==> src/verilog/ddr2_mode_regs.vh <==
/*
 Command decode values, mode register field positions, strobe/termination
 encodings and timing counts for the mode register and termination block.
 Assumes inclusion by bare name from the design file.
*/
`ifndef DDR2_MODE_REGS_VH
`define DDR2_MODE_REGS_VH

// Mode register select on bank address (BA1,BA0)
`define SEL_MR 2'h0
`define SEL_EMR1 2'h1
`define SEL_EMR2 2'h2
`define SEL_EMR3 2'h3

// Base mode register fields
`define MR_BL_LSB 0
`define MR_BT_BIT 3
`define MR_CL_LSB 4
`define MR_TM_BIT 7
`define MR_DLLRST_BIT 8
`define MR_WR_LSB 9

// Extended register one fields
`define EMR1_DLLDIS_BIT 0
`define EMR1_DRV_BIT 1
`define EMR1_RTT0_BIT 2
`define EMR1_RTT1_BIT 6
`define EMR1_OCD_LSB 7
`define EMR1_NDQS_DIS_BIT 10
`define EMR1_RDQS_EN_BIT 11
`define EMR1_QOFF_BIT 12

// Extended register two fields
`define EMR2_DCC_BIT 3

// Burst length codes
`define BL_CODE_4 3'h2
`define BL_CODE_8 3'h3

// Termination nominal codes {A6,A2}
`define RTT_OFF 2'h0
`define RTT_SW_A 2'h1
`define RTT_SW_B 2'h2
`define RTT_SW_C 2'h3

// Register reset value (register three holds zero until written)
`define MODE_RESET 14'h0000

// DLL lock time in clock cycles, and termination update window
`define DLL_LOCK_CYCLES 200
`define TMOD_MIN_CYCLES 0
`define TMOD_MAX_CYCLES 12

`endif

==> src/verilog/ddr2_mode_register_and_odt.v <==
/*
 Mode register, extended mode registers and on-die termination control
 of a DDR2 memory device, sampled on the rising edge of the memory clock.
 Assumes command pins are synchronous to CLK_I (same clock domain as the
 controller) and that the controller honours precharge, tMRD and CKE
 ordering on its own side.
 Limitation: register three is stored but drives no output.
*/
// Summary of operation
// - All low including BA selects base register
// - BA0 high with BA1 low selects extended register one
// - BA1 high with BA0 low selects extended register two
// - Register writes never touch array contents
// - Burst length, type, CAS latency fields
// - Test mode, DLL reset, write recovery
// - DLL, driver, termination, strobe option bits
// - Read strobe replaces mask when enabled
// - Calibration field left zero
// - Self-refresh stops DLL, exit resets it
// - Output disable stops read drivers
// - Duty correction bit, refresh fields zero
// - Termination pin switches nominal resistance
// - No termination during self-refresh
// - New termination applied within update window
// - A0 low enables DLL
`timescale 1ns/10ps
`include "ddr2_mode_regs.vh"

module ddr2_mode_register_and_odt
#(
   parameter AW = 14,
   parameter DLL_LOCK = `DLL_LOCK_CYCLES,
   parameter TMOD_MAX = `TMOD_MAX_CYCLES
)
(
   // Clock and reset
   input wire CLK_I,
   input wire RESET_N_I,
   // Command and address pins
   input wire CKE_I,
   input wire CS_N_I,
   input wire RAS_N_I,
   input wire CAS_N_I,
   input wire WE_N_I,
   input wire [1:0] BA_I,
   input wire [AW-1:0] ADDR_I,
   input wire ODT_I,
   // State from the rest of the device
   input wire SELF_REFRESH_I,
   input wire READ_ACTIVE_I,
   // Base register fields
   output reg [2:0] BURST_LEN_O,
   output reg BURST_TYPE_O,
   output reg [2:0] CAS_LAT_O,
   output reg TEST_MODE_O,
   output reg [2:0] WRITE_REC_O,
   // Extended register fields
   output reg DRIVE_REDUCED_O,
   output reg INV_STROBE_DIS_O,
   output reg READ_STROBE_EN_O,
   output reg OUTPUT_DIS_O,
   output reg DUTY_CYCLE_CORRECTION_O,
   // DLL control
   output reg DLL_ENABLE_O,
   output reg DLL_RESET_O,
   output reg DLL_LOCKED_O,
   // Strobe and data pin roles
   output wire DM_IS_STROBE_O,
   output wire RDQS_N_OE_O,
   output wire DQS_N_OE_O,
   output wire DQ_OE_O,
   // Termination switches
   output reg TERMINATION_SWITCH_A_O,
   output reg TERMINATION_SWITCH_B_O,
   output reg TERMINATION_SWITCH_C_O
);

   // ************************************************************
   // Pin synchronisation
   // ************************************************************
   reg odt_meta_r;
   reg odt_sync_r;
   reg sr_meta_r;
   reg sr_sync_r;
   reg sr_prev_r;

   // ODT and self-refresh come from outside logic, two stages each
   // Only the second stage feeds logic; the first may still be settling
   always @(posedge CLK_I or negedge RESET_N_I)
   begin
      if (!RESET_N_I)
      begin
         odt_meta_r <= 1'b0;
         odt_sync_r <= 1'b0;
         sr_meta_r <= 1'b0;
         sr_sync_r <= 1'b0;
         sr_prev_r <= 1'b0;
      end
      else
      begin
         odt_meta_r <= ODT_I;
         odt_sync_r <= odt_meta_r;
         sr_meta_r <= SELF_REFRESH_I;
         sr_sync_r <= sr_meta_r;
         sr_prev_r <= sr_sync_r;
      end
   end

   // ************************************************************
   // Command decode
   // ************************************************************
   wire mrs_cmd;
   wire wr_mr;
   wire wr_emr1;
   wire wr_emr2;
   wire wr_emr3;
   wire sr_exit;

   // CKE low turns any register set into a no-op
   // low command pins mean register set
   assign mrs_cmd = CKE_I & ~CS_N_I & ~RAS_N_I & ~CAS_N_I & ~WE_N_I;
   assign wr_mr = mrs_cmd & (BA_I == `SEL_MR);
   assign wr_emr1 = mrs_cmd & (BA_I == `SEL_EMR1);
   assign wr_emr2 = mrs_cmd & (BA_I == `SEL_EMR2);
   // register three holds only reserved bits
   assign wr_emr3 = mrs_cmd & (BA_I == `SEL_EMR3);
   // Falling edge of the synced level; both flops reset low, so no false exit
   assign sr_exit = sr_prev_r & ~sr_sync_r;

   // ************************************************************
   // Register storage
   // ************************************************************
   // Register three is kept for completeness; no field of it is decoded
   reg [AW-1:0] emr3_r;
   reg [1:0] rtt_cur_r;
   reg [1:0] rtt_new_r;
   reg [7:0] tmod_cnt_r;
   reg [7:0] lock_cnt_r;
   reg dll_rst_req;

   // rising edge capture, held until rewritten
   // every field replaced on each write
   // only these flops change; no array access here
   always @(posedge CLK_I or negedge RESET_N_I)
   begin
      if (!RESET_N_I)
      begin
         BURST_LEN_O <= `BL_CODE_4;
         BURST_TYPE_O <= 1'b0;
         CAS_LAT_O <= 3'h0;
         TEST_MODE_O <= 1'b0;
         WRITE_REC_O <= 3'h0;
         DRIVE_REDUCED_O <= 1'b0;
         INV_STROBE_DIS_O <= 1'b0;
         READ_STROBE_EN_O <= 1'b0;
         OUTPUT_DIS_O <= 1'b0;
         DUTY_CYCLE_CORRECTION_O <= 1'b0;
         DLL_ENABLE_O <= 1'b0;
         rtt_new_r <= `RTT_OFF;
         emr3_r <= `MODE_RESET;
      end
      else
      begin
         if (wr_mr)
         begin
            BURST_LEN_O <= ADDR_I[`MR_BL_LSB+2:`MR_BL_LSB];
            BURST_TYPE_O <= ADDR_I[`MR_BT_BIT];
            CAS_LAT_O <= ADDR_I[`MR_CL_LSB+2:`MR_CL_LSB];
            TEST_MODE_O <= ADDR_I[`MR_TM_BIT];
            WRITE_REC_O <= ADDR_I[`MR_WR_LSB+2:`MR_WR_LSB];
         end
         if (wr_emr1)
         begin
            DRIVE_REDUCED_O <= ADDR_I[`EMR1_DRV_BIT];
            INV_STROBE_DIS_O <= ADDR_I[`EMR1_NDQS_DIS_BIT];
            READ_STROBE_EN_O <= ADDR_I[`EMR1_RDQS_EN_BIT];
            OUTPUT_DIS_O <= ADDR_I[`EMR1_QOFF_BIT];
            // new value parked until the window ends
            rtt_new_r <= {ADDR_I[`EMR1_RTT1_BIT], ADDR_I[`EMR1_RTT0_BIT]};
            // calibration bits ignored, no calibration engine
         end
         if (wr_emr2)
            DUTY_CYCLE_CORRECTION_O <= ADDR_I[`EMR2_DCC_BIT];
         if (wr_emr3)
            emr3_r <= ADDR_I;
         // Self-refresh wins over a register write in the same cycle
         // self-refresh entry stops the DLL
         if (sr_sync_r)
            DLL_ENABLE_O <= 1'b0;
         else if (sr_exit)
            DLL_ENABLE_O <= 1'b1;
         else if (wr_emr1)
            DLL_ENABLE_O <= ~ADDR_I[`EMR1_DLLDIS_BIT];
      end
   end

   // ************************************************************
   // DLL reset and lock tracking
   // ************************************************************
   // A8 requests reset; self-refresh exit resets too
   always @*
   begin
      dll_rst_req = (wr_mr & ADDR_I[`MR_DLLRST_BIT]) | sr_exit;
   end

   // Every reset pulse restarts the count, so a late reset re-arms the wait
   // A base register write with A8 low leaves the lock state alone
   // locked flag after 200 cycles, for read gating
   always @(posedge CLK_I or negedge RESET_N_I)
   begin
      if (!RESET_N_I)
      begin
         DLL_RESET_O <= 1'b0;
         DLL_LOCKED_O <= 1'b0;
         lock_cnt_r <= 8'h00;
      end
      else
      begin
         DLL_RESET_O <= dll_rst_req;
         if (dll_rst_req || !DLL_ENABLE_O)
         begin
            DLL_LOCKED_O <= 1'b0;
            lock_cnt_r <= 8'h00;
         end
         else if (!DLL_LOCKED_O)
         begin
            if (lock_cnt_r == DLL_LOCK[7:0] - 8'h01)
               DLL_LOCKED_O <= 1'b1;
            lock_cnt_r <= lock_cnt_r + 8'h01;
         end
      end
   end

   // ************************************************************
   // Termination update window and switches
   // ************************************************************
   // Applying at the maximum lands late, never early, while ODT is held low
   // new value applied at end of update window
   always @(posedge CLK_I or negedge RESET_N_I)
   begin
      if (!RESET_N_I)
      begin
         rtt_cur_r <= `RTT_OFF;
         tmod_cnt_r <= 8'h00;
      end
      else if (wr_emr1)
         tmod_cnt_r <= TMOD_MAX[7:0];
      else if (tmod_cnt_r != 8'h00)
      begin
         tmod_cnt_r <= tmod_cnt_r - 8'h01;
         if (tmod_cnt_r == 8'h01)
            rtt_cur_r <= rtt_new_r;
      end
   end

   // Switches lag the pins by three edges, the price of synchronising them
   // pin switches nominal resistance; off in self-refresh
   always @(posedge CLK_I or negedge RESET_N_I)
   begin
      if (!RESET_N_I)
      begin
         TERMINATION_SWITCH_A_O <= 1'b0;
         TERMINATION_SWITCH_B_O <= 1'b0;
         TERMINATION_SWITCH_C_O <= 1'b0;
      end
      else
      begin
         TERMINATION_SWITCH_A_O <= odt_sync_r & ~sr_sync_r & (rtt_cur_r == `RTT_SW_A);
         TERMINATION_SWITCH_B_O <= odt_sync_r & ~sr_sync_r & (rtt_cur_r == `RTT_SW_B);
         TERMINATION_SWITCH_C_O <= odt_sync_r & ~sr_sync_r & (rtt_cur_r == `RTT_SW_C);
      end
   end

   // ************************************************************
   // Strobe and output pin roles
   // ************************************************************
   // Enables stay combinational so they follow READ_ACTIVE_I without delay
   // mask pin becomes read strobe when enabled
   assign DM_IS_STROBE_O = READ_STROBE_EN_O;
   // complement driven only with inverted strobes on
   assign RDQS_N_OE_O = READ_ACTIVE_I & ~OUTPUT_DIS_O & READ_STROBE_EN_O & ~INV_STROBE_DIS_O;
   // strobe complement follows the A10 disable and output disable, not the read strobe enable
   assign DQS_N_OE_O = READ_ACTIVE_I & ~OUTPUT_DIS_O & ~INV_STROBE_DIS_O;
   assign DQ_OE_O = READ_ACTIVE_I & ~OUTPUT_DIS_O;

endmodule

==> config.mk <==
export PLATFORM = sky130hd
export DESIGN_NAME = ddr2_mode_register_and_odt
export DESIGN_NICKNAME = d
export VERILOG_FILES = /design/src/verilog/ddr2_mode_register_and_odt.v
export VERILOG_INCLUDE_DIRS = /design/src /design/src/verilog
export SDC_FILE = /design/constraint.sdc
export NUM_CORES = 1
export LEC_CHECK = 0
export BUFFER_PORTS_ARGS = -buffer_cell sky130_fd_sc_hd__buf_2
export CORE_MARGIN = 4
export CORE_UTILIZATION = 52
export DETAILED_ROUTE_END_ITERATION = 6
export GPL_TIMING_DRIVEN = 0
export PLACE_DENSITY_LB_ADDON = 0.08
export SETUP_SLACK_MARGIN = 0.1
export SLEW_MARGIN = 25
export SYNTH_ARGS = -nofsm -noshare
export SYNTH_HDL_FRONTEND = slang
export SYNTH_SLANG_ARGS = --single-unit
export TNS_END_PERCENT = 1
==> constraint.sdc <==
create_clock -name CLK_I -period 4.8 [get_ports CLK_I]
set_input_delay 0.48 -clock CLK_I [delete_from_list [all_inputs] [get_ports CLK_I]]
set_output_delay 0.48 -clock CLK_I [all_outputs]
set_load 0.1 [all_outputs]
# [Word-level counts from Yosys, hierarchy flattened]
# Cells that the tools add are included.
[op_classes] n_eq_ne=8 n_reduce_logical=7 muxes=10 n_addsub=2 bitwise_logic=27
[op_table] op="two-way mux 8 bit" count=4
[op_table] op="AND 1 bit" count=17
[op_table] op="NOT 1 bit" count=9
[op_table] op="adder 8 x 1 -> 8 bit (second input constant)" count=1
[op_table] op="equality test 8 x 1 -> 1 bit (second input constant)" count=1
[op_table] op="equality test 8 bit (second input constant)" count=1
[op_table] op="nonzero test 8 bit" count=1
[op_table] op="subtractor 8 x 1 -> 8 bit (second input constant)" count=1
[op_table] op="equality test 2 bit (second input constant)" count=3
[op_table] op="two-way mux 1 bit" count=6
[op_table] op="equality test 2 x 1 -> 1 bit (second input constant)" count=2
[op_table] op="AND reduction 3 bit" count=1
[op_table] op="nonzero test 3 bit" count=1
[op_table] op="logical NOT 2 bit" count=1
[op_table] op="inequality test 2 x 1 -> 1 bit (second input constant)" count=1
[op_table] op="nonzero test 2 bit" count=1
[op_table] op="logical NOT 1 bit" count=1
[op_table] op="logical OR 1 bit" count=1
[op_table] op="OR 1 bit" count=1
[word_totals] regBits=47 inputBits=26

# [Longest topological paths before layout]
[logic_depth] word_depth=10 depth_mapped=6

# [Worst setup path before layout]
# Ideal clock, no wire load.
[synth_timing] kind="register to output" startpoint="register OUTPUT_DIS_O" endpoint="output port RDQS_N_OE_O" path_stages_with_launch=4 path_buffers=0 t_arrival_ps=4659 slack_ps=-339 cell_sequence="dfrtp_1 nor2b_1 nor2b_1 and2_1"
[synth_between] elab_chain_len=4
[synth_rtl] element="start: declaration" line="ddr2_mode_register_and_odt.v:61" rtl="output reg OUTPUT_DIS_O,"
[synth_rtl] element="start signal: assignment" line="ddr2_mode_register_and_odt.v:177" rtl="OUTPUT_DIS_O <= ADDR_I[`EMR1_QOFF_BIT];"
[synth_rtl] element="NOT 1 bit"
[synth_rtl] element="AND 1 bit"
[synth_rtl] element="net DQ_OE_O" line="ddr2_mode_register_and_odt.v:71" rtl="output wire DQ_OE_O,"
[synth_rtl] element="AND 1 bit (2 in a row)" line="ddr2_mode_register_and_odt.v:281" rtl="assign RDQS_N_OE_O = READ_ACTIVE_I & ~OUTPUT_DIS_O & READ_STROBE_EN_O & ~INV_STROBE_DIS_O;"
[synth_rtl] element="end: declaration" line="ddr2_mode_register_and_odt.v:69" rtl="output wire RDQS_N_OE_O,"
# The timed path passes the listed nets, and every way through them passes these cells.

# [Final worst setup path]
[layout_timing] startpoint="register OUTPUT_DIS_O" endpoint="output port RDQS_N_OE_O"
[layout_between] elab_chain_len=4
[layout_rtl] element="NOT 1 bit" line="ddr2_mode_register_and_odt.v:281"
[layout_rtl] element="AND 1 bit (3 in a row)" line="ddr2_mode_register_and_odt.v:281"
# No other way between the ends.

==> run_summary.xml <==
<?xml version="1.0" encoding="UTF-8"?>
<metrics>
  <group name="run_status">
    <metric name="run_status" unit="">finished, final reports clean</metric>
  </group>
  <group name="job">
    <metric name="maxCapViolations" unit="">0</metric>
  </group>
  <group name="cts">
    <metric name="tritoncts" unit="">built</metric>
    <metric name="cts_made_buffers" unit="">5</metric>
    <metric name="cts-hold-fix-buffers" unit="">0</metric>
    <metric name="cts.reportedPaths.clkPinSlew" unit="ns">0.09</metric>
    <metric name="clock-sinks" unit="">47</metric>
    <metric name="postCtsSetupRepairBufs" unit="">0</metric>
    <metric name="ctsLongestPathBuffers" unit="">2</metric>
    <metric name="htree_levels" unit="">2</metric>
    <metric name="worst_skew_pair_latency" unit="ns">0.30</metric>
    <metric name="post_cts_resized" unit="">0</metric>
    <metric name="root_buffer" unit="">clkbuf_8</metric>
  </group>
  <group name="timing">
    <metric name="final.hold.worst_slack" unit="ns">0.1745</metric>
    <metric name="setup-tns-final" unit="ns">0</metric>
    <metric name="setup_violations" unit="">0</metric>
    <metric name="timing_max_transition_violations_final" unit="">0</metric>
    <metric name="final.period_utilization" unit="%">42.27</metric>
    <metric name="slew-limit-headroom" unit="%">58.52</metric>
    <metric name="setup_repair_after_global_routing_missed_its_margin" unit="">no</metric>
    <metric name="timing_worst_slew_pin_value" unit="ns">0.6171</metric>
    <metric name="fin_skew" unit="ns">0.004964</metric>
    <metric name="hold_viol_final" unit="">0</metric>
    <metric name="fmax" unit="GHz">0.4929</metric>
    <metric name="final_period_minus_worst_setup_slack" unit="ns">2.029</metric>
  </group>
  <group name="logic_synthesis">
    <metric name="synth_top_area_share" unit="%">56.13</metric>
    <metric name="part_of_the_yosys_area_used_for_sequential_elements" unit="%">57.41</metric>
    <metric name="yosys_most_used_dff" unit="">dfrtp_1</metric>
    <metric name="synth_area_leader_cell" unit="">dfrtp_1</metric>
    <metric name="synth.ff_latch_count" unit="">47</metric>
    <metric name="syn_area" unit="mm²">0.002051</metric>
    <metric name="synth_warnings" unit="">0</metric>
    <metric name="synthesis.nets" unit="">203</metric>
    <metric name="synthesized_instance_count" unit="">173</metric>
    <metric name="fraction_of_registers_with_async_set_reset" unit="%">100.0</metric>
    <metric name="synthesis.area_per_instance" unit="µm²">11.85</metric>
    <metric name="ys_types" unit="">38</metric>
    <metric name="synth_top_cells_by_area" unit="">dfrtp_1 56%, mux2_2 7.7%, nand2_1 4.8%, nor2_1 2.7%, xor2_1 2.6%</metric>
    <metric name="number_of_synthesized_flops_with_an_enable_pin" unit="">0</metric>
  </group>
  <group name="routing">
    <metric name="finalWirelength" unit="mm">3.959</metric>
    <metric name="postRouteAntennaNets" unit="">0</metric>
    <metric name="dr.pass1.iters" unit="">4</metric>
    <metric name="routed_wire_length_per_instance" unit="µm">14.19</metric>
    <metric name="met2_length" unit="mm">2.016</metric>
    <metric name="route.vias.total" unit="">1477</metric>
    <metric name="detailedRoute.firstIterationViolations" unit="">99</metric>
    <metric name="top_layer" unit="">met4</metric>
    <metric name="detail_route.vias_per_cell" unit="">5.294</metric>
    <metric name="post-route-drc-count" unit="">0</metric>
    <metric name="route.met3.wl" unit="µm">273</metric>
    <metric name="detail_route.wirelength.met1" unit="mm">1.637</metric>
  </group>
  <group name="critical_path">
    <metric name="cp-start-kind" unit="">register</metric>
    <metric name="cp_data_required_time" unit="ns">4.32</metric>
    <metric name="critical-path-max-stage-delay" unit="ns">0.42</metric>
    <metric name="worst_r2r_path_depth" unit="">4</metric>
    <metric name="criticalPathCategory" unit="">reg2out</metric>
    <metric name="cp.arrival" unit="ns">1.55</metric>
    <metric name="path_cells" unit="">nor2b_2 &gt; nor2b_1 &gt; and2_1 &gt; buf_2</metric>
    <metric name="worstReg2RegStart" unit="">tmod_cnt_r[4]$_DFFE_PN0P_</metric>
    <metric name="rrSetupSlack" unit="ns">2.88</metric>
    <metric name="critical_path.reg2reg.endpoint" unit="">rtt_cur_r[0]$_DFFE_PN0P_</metric>
    <metric name="setup.worst_path.start" unit="">OUTPUT_DIS_O$_DFFE_PN0P_</metric>
    <metric name="slowest_stage" unit="">buf_2</metric>
    <metric name="end_kind" unit="">output pin</metric>
    <metric name="critical_path.max_fanout" unit="">3</metric>
    <metric name="critPathBufInv" unit="">1</metric>
    <metric name="critical_path.top_delay_family" unit="">simple AND/OR/NAND/NOR gates</metric>
  </group>
  <group name="final_layout">
    <metric name="num-fill-cells" unit="">311</metric>
    <metric name="antennaDiodeCount" unit="">0</metric>
    <metric name="areaGrowthSynthToFinish" unit="%">19.89</metric>
    <metric name="drive_gt1_share" unit="%">36.80</metric>
    <metric name="layout.nets" unit="">260</metric>
  </group>
  <group name="global_route">
    <metric name="grt_antenna_before_repair" unit="">0</metric>
    <metric name="vias_in_the_first_global_route" unit="">1489</metric>
    <metric name="grt_remaining_overflow" unit="">0</metric>
    <metric name="grt_start_max_net_pins" unit="">48</metric>
    <metric name="gr-usage-all-layers" unit="%">17.04</metric>
    <metric name="grt_first_pass_wirelength" unit="mm">6.699</metric>
  </group>
  <group name="pwr">
    <metric name="fin_total_pwr" unit="mW">1.136</metric>
    <metric name="share_of_power_burned_in_registers" unit="%">45.3</metric>
    <metric name="sw_frac_of_total" unit="%">41.37</metric>
    <metric name="p_leak" unit="nW">1.261</metric>
    <metric name="p_comb_share" unit="%">33.5</metric>
    <metric name="power.clock.fraction" unit="%">21.2</metric>
    <metric name="cellInternalPower" unit="mW">0.6659</metric>
    <metric name="vdd_ir_drop_max" unit="mV">0.2771</metric>
    <metric name="p_sw" unit="mW">0.4698</metric>
    <metric name="powerDensity" unit="mW/mm²">461.9</metric>
  </group>
  <group name="floorplan">
    <metric name="boundaryPins" unit="">52</metric>
    <metric name="initial_utilization" unit="%">54.78</metric>
    <metric name="die_area" unit="mm²">0.005013</metric>
    <metric name="placementRows" unit="">22</metric>
    <metric name="floorplan.die.width" unit="µm">70.80</metric>
    <metric name="area_of_the_core" unit="mm²">0.003744</metric>
    <metric name="dieHeight" unit="µm">70.80</metric>
  </group>
  <group name="place">
    <metric name="place.gp.congestion" unit="">0.7393</metric>
    <metric name="buffer_ports.inserted" unit="">50</metric>
    <metric name="dp_hpwl" unit="mm">2.947</metric>
  </group>
  <group name="hold_path">
    <metric name="min_delay_worst_type" unit="">in2async</metric>
  </group>
</metrics>
==> synth_stat cells (3+ instances only) <==
cell and count:
a21oi_1 3, and4b_1 3, dfrtp_1 46, ha_1 4, inv_1 5, mux2_2 14
nand2_1 26, nand2b_1 3, nand3_1 6, nor2_1 15, nor2b_1 4, nor3_1 3
xnor2_1 4, xor2_1 6
==> per-stage QoR <==
stage               cell area (µm²)  util, %  setup WS (ns)  instances
finish                         2459    65.68          2.771        279
global route                   2459    65.68          2.664        279
CTS                            2456    65.61          2.761        279
detailed placement             2364    63.14          2.680        271
global placement               2364    63.14          2.721        271
floorplan                      2053        -         0.2117        173
==> power by group through the flow <==
stage	combinational [mW]	clock, mW	sequential [mW]
floorplan	0.169	0	0.651
detailed placement	0.379	0	0.521
global placement	0.368	0	0.517
CTS	0.381	0.250	0.514
finish	0.381	0.241	0.514
global route	0.408	0.267	0.525
==> worst max path at each step <==
stage | end | depth (start not counted)
2_1_floorplan | RDQS_N_OE_O | 3
3_3_place_gp | CAS_LAT_O[2]$_DFFE_PN0P_ | 5
3_5_place_dp | CAS_LAT_O[0]$_DFFE_PN0P_ | 5
4_1_cts | RDQS_N_OE_O | 4
5_1_grt | RDQS_N_OE_O | 4
6_report | RDQS_N_OE_O | 4
==> sequential cells by signal (all words and copies together), names as in the netlist, 2 cells and up <==
name         cells
tmod_cnt_r       8
CAS_LAT_O        3
WRITE_REC_O      3
BURST_LEN_O      3
lock_cnt_r       8
rtt_cur_r        2
rtt_new_r        2
==> placed cells by master (no fill, tap or decap), drive strengths merged, types with 2 or more instances in the layout <==
master,instances
a211oi,2
nor3,3
xor2,6
nand2,26
xnor2,4
and4b,3
buf,55
or3,2
dfrtp,46
nor4bb,2
inv,6
clkbuf,5
a21oi,3
mux2i,2
nand3,6
nor2b,4
a211o,2
nor4,3
nor2,15
clkinvlp,2
mux2,14
nand2b,3
or4,2
ha,4
==> layer usage <==
| metal | GRT usage (%) | vias to the layer above |
|---|---|---|
| met5 | 0 | - |
| met4 | 4.384 | 0 |
| met3 | 5.540 | 5 |
| met2 | 28.84 | 43 |
| met1 | 21.12 | 723 |
| li1 | - | 706 |
==> final cells by class <==
type                    instances  area [µm²]  area share (%)
inverters                       5       18.77          0.7634
clock inverters                 3       23.77          0.9669
multi-input cells             116       820.8           33.38
plain buffers                   5       36.28           1.476
repair buffers                 50       252.7           10.28
well taps                      48       60.06           2.443
clock buffers                   5       68.82           2.799
flip-flops and latches         47        1177           47.89
==> cell families (layout without fill, tap and decap cells) <==
group	Yosys count	count (layout)	share of synthesized area [%]
AO/OA/AOI/OAI	12	12	4.149
XOR/XNOR	10	10	4.271
adder cells (fa/ha/maj)	4	4	2.441
buffers and inverters	10	68	2.684
flip-flops	47	47	57.41
multiplexers	16	16	8.664
AND/OR/NAND/NOR	74	74	20.38
Power figures use the tool's default switching activity.
